### config.mk
export PLATFORM = sky130hd
export DESIGN_NAME = srb_result_bank
export DESIGN_NICKNAME = d
export VERILOG_FILES = /design/src/verilog/srb_result_bank.v
export VERILOG_INCLUDE_DIRS = /design/src /design/src/verilog
export SDC_FILE = /design/constraint.sdc
export NUM_CORES = 2
export LEC_CHECK = 0
export BUFFER_PORTS_ARGS = -buffer_cell sky130_fd_sc_hd__clkbuf_2
export CAP_MARGIN = 20
export CORE_ASPECT_RATIO = 0.9
export CORE_MARGIN = 8
export CORE_UTILIZATION = 57
export CTS_CLUSTER_SIZE = 20
export DETAILED_ROUTE_END_ITERATION = 16
export PLACE_DENSITY = 0.76
export SETUP_SLACK_MARGIN = 0.15
export SYNTH_ARGS = -nofsm -noshare
export SYNTH_HDL_FRONTEND = slang
export SYNTH_SLANG_ARGS = --single-unit
### constraint.sdc
create_clock -name REF_CLK_I -period 3.65 [get_ports REF_CLK_I]
set_clock_uncertainty 0.2 [all_clocks]
set_input_delay 0.1825 -clock REF_CLK_I [delete_from_list [all_inputs] [get_ports REF_CLK_I]]
set_output_delay 0.1825 -clock REF_CLK_I [all_outputs]
set_load 0.1 [all_outputs]
### src/verilog/srb_regs.vh
`ifndef SRB_REGS_VH
`define SRB_REGS_VH
// ------------------------------------------------------------
// register map
// ------------------------------------------------------------
`define SRB_ADDR_W 7
`define SRB_DATA_W 16
`define SRB_RES_W 12
`define SRB_CH_W 6
`define SRB_ADDR_TEMP 7'h00
`define SRB_ADDR_CORE 7'h01
`define SRB_ADDR_AUX 7'h02
`define SRB_ADDR_BRAM 7'h06
`define SRB_ADDR_PCORE 7'h0d
`define SRB_ADDR_PAUX 7'h0e
`define SRB_ADDR_MEMIO 7'h0f
// max/min tracking blocks, one register per tracked sensor in its max block and its min block
`define SRB_ADDR_MAX_BASE 7'h20
`define SRB_ADDR_MIN_BASE 7'h24
`define SRB_ADDR_PMAX_BASE 7'h28
`define SRB_ADDR_PMIN_BASE 7'h2c
// ------------------------------------------------------------
// fields and reset values
// ------------------------------------------------------------
`define SRB_CTRL_BIT 6
`define SRB_CFG0_IDX 6'h00
`define SRB_CFG0_BIPOLAR_BIT 10
`define SRB_STAT_RST 16'h0000
`define SRB_CTRL_RST 16'h0000
`define SRB_MAX_RST 16'h0000
`define SRB_MIN_RST 16'hffff
`endif

### src/verilog/srb_result_bank.v
// Notes on behaviour
// - die temperature is taken as a 12-bit converter code
// - degrees C equal code times 503.975 over 4096 minus 273.15
// - temperature result lands in status register 00h
// - supply codes represent code over 4096 times 3 V after divide-by-three
// - core, aux and block-memory supply results go to 01h, 02h, 06h
// - processor supplies go to 0Dh, 0Eh, 0Fh on processor variants
// - port decodes a 7-bit address over 128 registers of 16 bits
// - addresses 00h to 3Fh are read-only result registers
// - addresses 40h to 7Fh are read-write control registers
// - fabric port and JTAG side both reach registers through an arbiter
// - each channel result goes to the register matching its channel number
// - max and min per on-chip sensor tracked, restarted on reset
// - unipolar results are straight binary
// - bipolar results are two's complement
// - 12-bit result sits left-justified in the 16-bit register
`include "srb_regs.vh"
`timescale 1ns/1ps
`default_nettype none

module srb_result_bank #(
   parameter HAS_PROC = 1
)
(
   // clock and reset
   input wire REF_CLK_I,
   input wire RST_N_I,
   // conversion results from the converter core
   input wire CONV_VALID_I,
   input wire [5:0] CONV_CHANNEL_I,
   input wire [11:0] CONV_CODE_I,
   // fabric side register port
   input wire FAB_EN_I,
   input wire FAB_WE_I,
   input wire [6:0] FAB_ADDR_I,
   input wire [15:0] FAB_DI_I,
   output reg [15:0] FAB_DO_O,
   output wire FAB_RDY_O,
   // jtag side register port
   input wire JTAG_EN_I,
   input wire JTAG_WE_I,
   input wire [6:0] JTAG_ADDR_I,
   input wire [15:0] JTAG_DI_I,
   output reg [15:0] JTAG_DO_O,
   output wire JTAG_RDY_O,
   // configuration out
   output wire BIPOLAR_MODE_O
);

   // ------------------------------------------------------------
   // helpers
   // ------------------------------------------------------------
   // raw code is offset binary from the core; bipolar flips msb to two's complement
   function [15:0] srb_justify;
      input [11:0] code;
      input bip;
      begin
         srb_justify = {code[11] ^ bip, code[10:0], 4'h0};
      end
   endfunction

   // compare in the coding the register actually holds
   function srb_greater;
      input [15:0] a;
      input [15:0] b;
      input bip;
      begin
         if (bip)
            srb_greater = $signed(a) > $signed(b);
         else
            srb_greater = a > b;
      end
   endfunction

   // maps sensor channel to tracker slot 0..2 or 3..6; 7 means not tracked
   function [2:0] srb_slot;
      input [5:0] ch;
      begin
         case (ch)
            6'h00: srb_slot = 3'd0;
            6'h01: srb_slot = 3'd1;
            6'h02: srb_slot = 3'd2;
            6'h06: srb_slot = 3'd3;
            6'h0d: srb_slot = 3'd4;
            6'h0e: srb_slot = 3'd5;
            6'h0f: srb_slot = 3'd6;
            default: srb_slot = 3'd7;
         endcase
      end
   endfunction

   // ------------------------------------------------------------
   // arbiter
   // ------------------------------------------------------------
   localparam ST_IDLE = 3'b001;
   localparam ST_FAB = 3'b010;
   localparam ST_JTAG = 3'b100;

   reg [2:0] state_reg;
   reg [2:0] state_next;
   reg last_jtag_reg;
   reg last_jtag_next;
   reg fab_rdy_reg;
   reg jtag_rdy_reg;

   reg acc_en;
   reg acc_we;
   reg [6:0] acc_addr;
   reg [15:0] acc_di;

   // one access per cycle; round-robin so neither requester can starve
   always @*
   begin
      state_next = ST_IDLE;
      last_jtag_next = last_jtag_reg;
      acc_en = 1'b0;
      acc_we = 1'b0;
      acc_addr = 7'h00;
      acc_di = 16'h0000;
      case (state_reg)
         ST_IDLE, ST_FAB, ST_JTAG:
         begin
            if (FAB_EN_I && (!JTAG_EN_I || last_jtag_reg))
            begin
               state_next = ST_FAB;
               last_jtag_next = 1'b0;
               acc_en = 1'b1;
               acc_we = FAB_WE_I;
               acc_addr = FAB_ADDR_I;
               acc_di = FAB_DI_I;
            end
            else if (JTAG_EN_I)
            begin
               state_next = ST_JTAG;
               last_jtag_next = 1'b1;
               acc_en = 1'b1;
               acc_we = JTAG_WE_I;
               acc_addr = JTAG_ADDR_I;
               acc_di = JTAG_DI_I;
            end
         end
         default:
            state_next = ST_IDLE;
      endcase
   end

   // ------------------------------------------------------------
   // storage
   // ------------------------------------------------------------
   reg [15:0] status_mem [0:63];
   reg [15:0] ctrl_mem [0:63];
   reg [15:0] max_reg [0:6];
   reg [15:0] min_reg [0:6];

   wire bipolar = ctrl_mem[`SRB_CFG0_IDX][`SRB_CFG0_BIPOLAR_BIT];
   assign BIPOLAR_MODE_O = bipolar;

   // sensors are always unipolar, only external channels follow the mode
   wire conv_bip = bipolar && (CONV_CHANNEL_I == 6'h03 || CONV_CHANNEL_I[5:4] == 2'b01);
   wire [15:0] conv_word = srb_justify(CONV_CODE_I, conv_bip);
   wire [2:0] conv_slot = srb_slot(CONV_CHANNEL_I);
   wire proc_ch = (CONV_CHANNEL_I == 6'h0d) || (CONV_CHANNEL_I == 6'h0e) || (CONV_CHANNEL_I == 6'h0f);
   wire conv_take = CONV_VALID_I && (HAS_PROC != 0 || !proc_ch);
   wire [6:0] max_sum = (conv_slot < 3'd3) ? (`SRB_ADDR_MAX_BASE + {4'h0, conv_slot}) :
                        (`SRB_ADDR_PMAX_BASE + {4'h0, conv_slot} - 7'h03);
   wire [6:0] min_sum = (conv_slot < 3'd3) ? (`SRB_ADDR_MIN_BASE + {4'h0, conv_slot}) :
                        (`SRB_ADDR_PMIN_BASE + {4'h0, conv_slot} - 7'h03);
   wire [5:0] max_addr = max_sum[5:0];
   wire [5:0] min_addr = min_sum[5:0];

   // slot 7 has no tracker; it looks at slot 0 but its update is gated off
   wire [2:0] trk_idx = (conv_slot == 3'd7) ? 3'd0 : conv_slot;
   wire [15:0] mx = max_reg[trk_idx];
   wire [15:0] mn = min_reg[trk_idx];
   wire trk_ch = conv_take && conv_slot != 3'd7;
   wire upd_max = trk_ch && srb_greater(conv_word, mx, 1'b0);
   wire upd_min = trk_ch && srb_greater(mn, conv_word, 1'b0);

   // ------------------------------------------------------------
   // port decode
   // ------------------------------------------------------------
   wire acc_ctrl = acc_addr[`SRB_CTRL_BIT];
   wire [5:0] acc_idx = acc_addr[5:0];
   wire ctrl_wr = acc_en && acc_we && acc_ctrl;
   wire fab_take = acc_en && state_next == ST_FAB;
   wire jtag_take = acc_en && state_next == ST_JTAG;

   // read word of the granted access; a same-cycle write is not forwarded
   reg [15:0] rd_word;
   always @*
   begin
      rd_word = 16'h0000;
      if (acc_ctrl)
         rd_word = ctrl_mem[acc_idx];
      else
         rd_word = status_mem[acc_idx];
   end

   integer k_st;
   integer k_trk;
   integer k_ctl;

   // ------------------------------------------------------------
   // arbiter state register
   // ------------------------------------------------------------
   always @(posedge REF_CLK_I or negedge RST_N_I)
   begin
      if (!RST_N_I)
      begin
         state_reg <= ST_IDLE;
         last_jtag_reg <= 1'b0;
      end
      else
      begin
         state_reg <= state_next;
         last_jtag_reg <= last_jtag_next;
      end
   end

   // ------------------------------------------------------------
   // result storage
   // ------------------------------------------------------------
   // the temperature code is left unscaled: degrees are code*503.975/4096-273.15 in software
   always @(posedge REF_CLK_I or negedge RST_N_I)
   begin
      if (!RST_N_I)
      begin
         for (k_st = 0; k_st < 64; k_st = k_st + 1)
            status_mem[k_st] <= `SRB_STAT_RST;
         // min mirrors must read as their tracker's start value, not as zero
         for (k_st = 0; k_st < 3; k_st = k_st + 1)
            status_mem[`SRB_ADDR_MIN_BASE + k_st] <= `SRB_MIN_RST;
         for (k_st = 0; k_st < 4; k_st = k_st + 1)
            status_mem[`SRB_ADDR_PMIN_BASE + k_st] <= `SRB_MIN_RST;
      end
      else
      begin
         if (conv_take)
            status_mem[CONV_CHANNEL_I] <= conv_word;
         // mirrors sit at 20h-2Fh; a channel number in that range would collide
         if (upd_max)
            status_mem[max_addr] <= conv_word;
         if (upd_min)
            status_mem[min_addr] <= conv_word;
      end
   end

   // ------------------------------------------------------------
   // trackers
   // ------------------------------------------------------------
   always @(posedge REF_CLK_I or negedge RST_N_I)
   begin
      if (!RST_N_I)
      begin
         for (k_trk = 0; k_trk < 7; k_trk = k_trk + 1)
         begin
            max_reg[k_trk] <= `SRB_MAX_RST;
            min_reg[k_trk] <= `SRB_MIN_RST;
         end
      end
      else
      begin
         if (upd_max)
            max_reg[trk_idx] <= conv_word;
         if (upd_min)
            min_reg[trk_idx] <= conv_word;
      end
   end

   // ------------------------------------------------------------
   // control registers
   // ------------------------------------------------------------
   always @(posedge REF_CLK_I or negedge RST_N_I)
   begin
      if (!RST_N_I)
      begin
         for (k_ctl = 0; k_ctl < 64; k_ctl = k_ctl + 1)
            ctrl_mem[k_ctl] <= `SRB_CTRL_RST;
      end
      else
      begin
         // status half ignores writes but still answers
         if (ctrl_wr)
            ctrl_mem[acc_idx] <= acc_di;
      end
   end

   // ------------------------------------------------------------
   // responses
   // ------------------------------------------------------------
   always @(posedge REF_CLK_I or negedge RST_N_I)
   begin
      if (!RST_N_I)
      begin
         fab_rdy_reg <= 1'b0;
         jtag_rdy_reg <= 1'b0;
         FAB_DO_O <= 16'h0000;
         JTAG_DO_O <= 16'h0000;
      end
      else
      begin
         fab_rdy_reg <= fab_take;
         jtag_rdy_reg <= jtag_take;
         // each port keeps its last read word until it is granted again
         if (fab_take)
            FAB_DO_O <= rd_word;
         if (jtag_take)
            JTAG_DO_O <= rd_word;
      end
   end

   assign FAB_RDY_O = fab_rdy_reg;
   assign JTAG_RDY_O = jtag_rdy_reg;

endmodule // srb_result_bank
`default_nettype wire

### Yosys cells after proc, flatten, opt, wreduce, memory -nomap -nowiden

Cells that the tools add are included.

* register bits: 2310
* input bits: 71
* output and inout port bits: 35
* word-level logic and storage cells: 262

* add/sub/neg operators: 6
* magnitude comparators: 13
* eq/ne operators: 15
* mux-type cells: 53
* bitwise gates (word level): 6
* reduce and logical (&&, ||, !) cells: 21

Operators by type and width (number)
* $bwmux W1024: 4
* $mux W1024: 3
* $demux W16 S6: 4
* $mux W16: 17
* $bwmux W112: 2
* $bmux W16 S6: 2
* $bmux W16 S3: 2
* $demux W16 S3: 1
* $gt A16 B16 Y1: 2
* $ge A7 B7 Y1 const B: 4
* $lt A7 B1 Y1 const B: 4
* $not A6 Y7: 4
* $add A6 B3 Y6 const A: 4
* $mux W7: 3
* $pmux W3 S7: 1
* $eq A6 B4 Y1 const B: 3
* $logic_and A1 B1 Y1: 14
* $eq A6 B2 Y1 const B: 2
* $mux W3: 4
* $mux W6: 2
* $sub A6 B2 Y6 const B: 2
* $eq A3 B3 Y1 const B: 3
* $mux W1: 8
* $eq A3 B2 Y1 const B: 2
* 16 further kinds: 17

### Logic depth before layout (Yosys ltp)

* depth in word-level cells: 14
* mapped depth: 31
* mapped depth without buffers: 22

### Least setup slack after synthesis

OpenSTA, ideal clock, no wires.

* path kind: input to register
* start point: input CONV_CHANNEL_I[3]
* end point: register status_mem[484] (netlist bit)
* library setup time: 0.125 ns
* arrival time: 5.381 ns
* slack: -2.056 ns
* cell stages on the path: 26
* cells stage by stage: buf_2 nor3_1 o21a_1 inv_2 clkbuf_1 ha_1 ha_1 clkbuf_1 nor2_1 clkbuf_1 clkbuf_1 nor3_1 a2111oi_0 a21oi_1 ha_1 o21a_1 o21ai_0 nand2b_1 a21oi_1 nor2_1 o221ai_1 or2_2 nor2_1 a21oi_1 clkbuf_1 mux2_2

* word-level cells in the longest chain between the ends: 14
* elaborated cells between the ends (all ways): 60

Ends and longest elaborated chain
* start: declaration: line srb_result_bank.v:30 `input wire [5:0] CONV_CHANNEL_I,`
* $eq A6 B4 Y1, or another cell as far along: line srb_result_bank.v:79 `case (ch)`
* $pmux W3 S7: line srb_result_bank.v:79
* $add A6 B3 Y6 (no line)
* $sub A6 B2 Y6 (no line)
* $mux W6: line srb_result_bank.v:164 `` wire [6:0] max_sum = (conv_slot < 3'd3) ? (`SRB_ADDR_MAX_BASE + {4'h0, conv_slot}) : ``
* $not A6 Y7 (not written as such): line srb_result_bank.v:242 `status_mem[max_addr] <= conv_word;`
* $ge A7 B7 Y1 (not written as such) or $lt A7 B1 Y1 (tied branches): line srb_result_bank.v:242
* $logic_and A1 B1 Y1 (not written as such): line srb_result_bank.v:242
* $mux W16 (not written as such): line srb_result_bank.v:242
* $demux W16 S6: line srb_result_bank.v:242
* $bwmux W1024: line srb_result_bank.v:242
* $mux W1024: line srb_result_bank.v:241 `if (upd_max)`
* $bwmux W1024: line srb_result_bank.v:244 `status_mem[min_addr] <= conv_word;`
* $mux W1024 (*): line srb_result_bank.v:243 `if (upd_min)`
* end signal: indexed assignment: line srb_result_bank.v:239 `status_mem[CONV_CHANNEL_I] <= conv_word;`
* end signal: indexed assignment: line srb_result_bank.v:242
* end signal: indexed assignment: line srb_result_bank.v:244
* end: declaration: line srb_result_bank.v:150 `reg [15:0] status_mem [0:63];`

Every way passes the cells marked *; elsewhere a longest branch is shown, timed or not. The select of a mux whose other input is x is not followed.
A chain may end at the register's enable or synchronous reset.

### Final worst setup path

* start point: register state_reg[0]
* end point: register JTAG_DO_O[8]

* word-level cells in the longest chain between the ends: 8
* elaborated cells between the ends (all ways): 17

Ends and longest elaborated chain
* start: declaration: line srb_result_bank.v:99 `reg [2:0] state_reg;`
* start signal: assignment: line srb_result_bank.v:215 `state_reg <= state_next;`
* $eq A3 B1 Y1, or another cell as far along: line srb_result_bank.v:120 `case (state_reg)`
* $reduce_or A3 Y1 (*): line srb_result_bank.v:120
* $mux W7: line srb_result_bank.v:120
* $not A6 Y7 (not written as such): line srb_result_bank.v:194, srb_result_bank.v:196
* $bmux W16 S6 (on tied branches): line srb_result_bank.v:196, srb_result_bank.v:194
* $mux W16 (on tied branches) (2 in series): line srb_result_bank.v:196, srb_result_bank.v:194
* $mux W16: line srb_result_bank.v:193 `if (acc_ctrl)`
* end signal: assignment: line srb_result_bank.v:308 `JTAG_DO_O <= rd_word;`
* end: declaration: line srb_result_bank.v:44 `output reg [15:0] JTAG_DO_O,`

Marked as above.

==> metrics.csv <==
stage;metric;value;unit
cts;cts_tree;built;
worst_setup_path;endpoint;JTAG_DO_O[8];
power_and_ir_drop;power.leakage;0.0540;uW
worst_setup_path;r2r_cells;15;
worst_setup_path;critPathArrivalTime;4690;ps
yosys;yosysUniqueCellTypes;85;
worst_setup_path;worstPathRequired;4180;ps
cts;clkTransAtPathRegs;70;ps
yosys;syn_inst;9430;
sta;fin_crit;4150;ps
die;die_w;448;um
yosys;synth-main-ff-cell;dfrtp_1;
global_routing;grt-ovfl-total;0;
route;viasPerCell;6.57;
status;violations;negative setup slack;
sta;finalCritPeriodShare;114;%
sta;setup_viol;907;
placed_design;dp_slack;-1500;ps
worst_setup_path;rr_endpoint;JTAG_DO_O[8];
global_routing;grt_pass1_wl;495000;um
yosys;synth_warnings;0;
die;ios;106;
status;status;finished with violations;
route;drt-total-wl;354000;um
route;antenna_left;0;
cts;cts_buffer_depth;3;
global_routing;grt.total_usage;35.7;%
route;routedWlPerCell;28.0;um
worst_setup_path;startpoint;state_reg[0];
worst_setup_path;crit_type;flip-flop to flip-flop;
sta;slew_headroom;24.7;%
placed_design;gp_congestion;0.969;
route;drc_errors;0;
placed_design;dpl-instance-area;0.105;mm^2
die;die-area;0.181;mm^2
worst_setup_path;worst-path-max-fanout;20;
cts;cts_max_level;4;
cells_and_area;layout.nets;10300;
die;start_util;57.5;%
power_and_ir_drop;power;86200;uW
power_and_ir_drop;p_per_area;709;mW/mm^2
placed_design;port_buffers;105;
sta;clock.fmax;241;MHz
cells_and_area;syn_to_final_growth;26.8;%
cells_and_area;layout_common_cells;1927 x dfrtp_1, 1283 x a21oi_1, 1161 x nor2_1, 913 x nand2_1, 761 x buf_4;
global_routing;grt_max_degree;171;
cts;cts_sinks;2133;
run;maxCapViolCount;0;
placed_design;dp_hpwl;207000;um
cells_and_area;drive_gt1_share;29.3;%
cts;cts_made_buffers;210;
cells_and_area;stdcell_area;0.121;mm^2
worst_setup_path;reg2reg_slack;-500;ps
hold_path;hold_path.startpoint;CONV_CHANNEL_I[4];
cts;root_buffer;clkbuf_16;
yosys;async_flop_share;100;%
yosys;yosysSeqAreaShare;56.0;%
route;drt_first_pass_iters;10;
die;die_h;405;um
yosys;syn_area;0.0958;mm^2
sta;worst_slew_pin_slew;1130;ps
sta;drv_slew;0;
route;dr_total_vias;83200;
cells_and_area;final_common_cell;dfrtp_1;
yosys;synth_edf_count;0;
die;core_area;0.167;mm^2
global_routing;grt_antenna_before_repair;20;
route;drtIter0Drc;11700;
global_routing;grt_pass1_vias;79800;
die;placement_rows;142;
yosys;ys_ff_latch;2133;
sta;worst_slack;-501;ps
cts;clk_latency;870;ps
worst_setup_path;r2r-start;state_reg[0];
worst_setup_path;end_kind;flip-flop;
sta;finalHoldViolCount;0;
yosys;syn_area_per_cell;10.2;um^2
yosys;syn-num-nets;9528;
sta;whs;70.3;ps
hold_path;hold_class;primary input to flip-flop;
worst_setup_path;startpoint_type;flip-flop;
power_and_ir_drop;peakVddDrop;684;uV
sta;rsz0062_at_grt;true;
cells_and_area;largest_register_ffs;1023;
==> critical path, stage by stage, from the launching register on <==
cell       delay, ps
dfstp_2          610
buf_6            160
xor2_4            90
o2111ai_4        320
buf_6            200
o22a_4           230
buf_12           180
bufbuf_16        360
o22ai_1           90
o21ai_1          210
buf_4            170
nand4_1          200
buf_6            210
nor4_4           460
buf_4            220
o31ai_2           60
==> where the power goes <==
part	switching [uW]	leakage [uW]	internal, uW
logic	19900	0.0221	14000
clock network	9740	0.00349	12800
registers	2300	0.0284	27400
total	31900	0.0540	54200
==> through the flow <==
| step | setup TNS, ps | util (%) | cells |
|---|---|---|---|
| final | -190490 | 72.9 | 12700 |
| after global routing | -214230 | 72.9 | 12600 |
| after CTS | -58570 | 69.3 | 12400 |
| after detailed placement | -478430 | 63.1 | 11900 |
| after global placement | -470680 | 63.1 | 11900 |
| after floorplan | -322550 | - | 9430 |
==> Yosys cell counts, types with 7 or more instances <==
| cell type | n | area share [%] |
|---|---|---|
| dfrtp_1 | 1929 | 50 |
| a21oi_1 | 1310 | 6.8 |
| nor2_1 | 1233 | 4.8 |
| nand2_1 | 1026 | 4.0 |
| mux2i_1 | 680 | 7.1 |
| o21ai_0 | 616 | 3.2 |
| mux2_2 | 494 | 5.8 |
| clkbuf_1 | 448 | 1.8 |
| o22ai_1 | 356 | 2.3 |
| buf_2 | 205 | 1.1 |
| dfstp_2 | 204 | 5.6 |
| buf_4 | 121 | 0.95 |
| inv_1 | 72 | 0.28 |
| buf_1 | 61 | 0.24 |
| and2_1 | 60 | 0.39 |
| nor4_1 | 58 | 0.38 |
| nand4_1 | 45 | 0.29 |
| nor2_4 | 45 | 0.53 |
| nor2b_1 | 40 | 0.26 |
| a221oi_1 | 39 | 0.36 |
| o221ai_1 | 36 | 0.33 |
| a31oi_1 | 28 | 0.18 |
| o31ai_1 | 28 | 0.22 |
| ha_1 | 27 | 0.35 |
| nand3_1 | 27 | 0.14 |
| nor3_1 | 25 | 0.13 |
| a22oi_1 | 22 | 0.17 |
| a21o_1 | 12 | 0.094 |
| nand2b_1 | 12 | 0.078 |
| o41ai_1 | 11 | 0.10 |
| a211oi_1 | 10 | 0.078 |
| and3_1 | 10 | 0.065 |
| o211ai_1 | 10 | 0.078 |
| a32oi_1 | 8 | 0.073 |
| a221o_1 | 7 | 0.073 |
| or2_2 | 7 | 0.046 |
==> how the worst min path moves through the flow <==
stage	endpoint	cells past startpoint
floorplan	BIPOLAR_MODE_O	0
global placement	status_mem[172]	1
detailed placement	status_mem[188]	1
CTS	FAB_DO_O[1]	7
global route	status_mem[26]	6
finish	status_mem[26]	6
==> metal layers <==
| layer | routed length, um | part of all wire (%) | vias up | global-route usage [%] |
|---|---|---|---|---|
| met2 | 152000 | 43 | 5887 | 51.8 |
| met4 | 25800 | 7.3 | 8 | 20.0 |
| met1 | 128000 | 36 | 41300 | 46.7 |
| li1 | - | - | 34400 | - |
| met3 | 48100 | 14 | 1545 | 12.6 |
| met5 | 58 | 0.016 | - | 0 |
==> logic make-up (layout without fill, tap and decap cells) <==
family	count (synthesis)	in the layout	share of synthesized area, %
AO/OA/AOI/OAI	2557	2558	14.8
XOR/XNOR	5	5	0.0457
adder cells (fa/ha/maj)	27	27	0.353
buffers and inverters	911	1887	4.32
flip-flops	2133	2133	56.0
multiplexers	1178	1178	13.0
other	0	18	0
AND/OR/NAND/NOR	2619	2619	11.5
==> layout make-up <==
cell class	instances	area, um^2
antenna	18	45.0
clock buffer	321	6210
clock inverter	68	910
fill	10500	45200
inverter	75	292
multi-input combinational	6387	41900
sequential	2133	53600
tap	2232	2790
timing repair buffer	1423	15700
==> what timing repair did <==
item,CTS,global route
gates cloned,23,48
hold buffers,56,0
setup endpoints to repair,629,1150
resized for setup,245,1000
buffers inserted,103,166
hold endpoints to repair,3345,0
pin swaps,56,239
No activity file was read; power rests on OpenSTA's default activity.
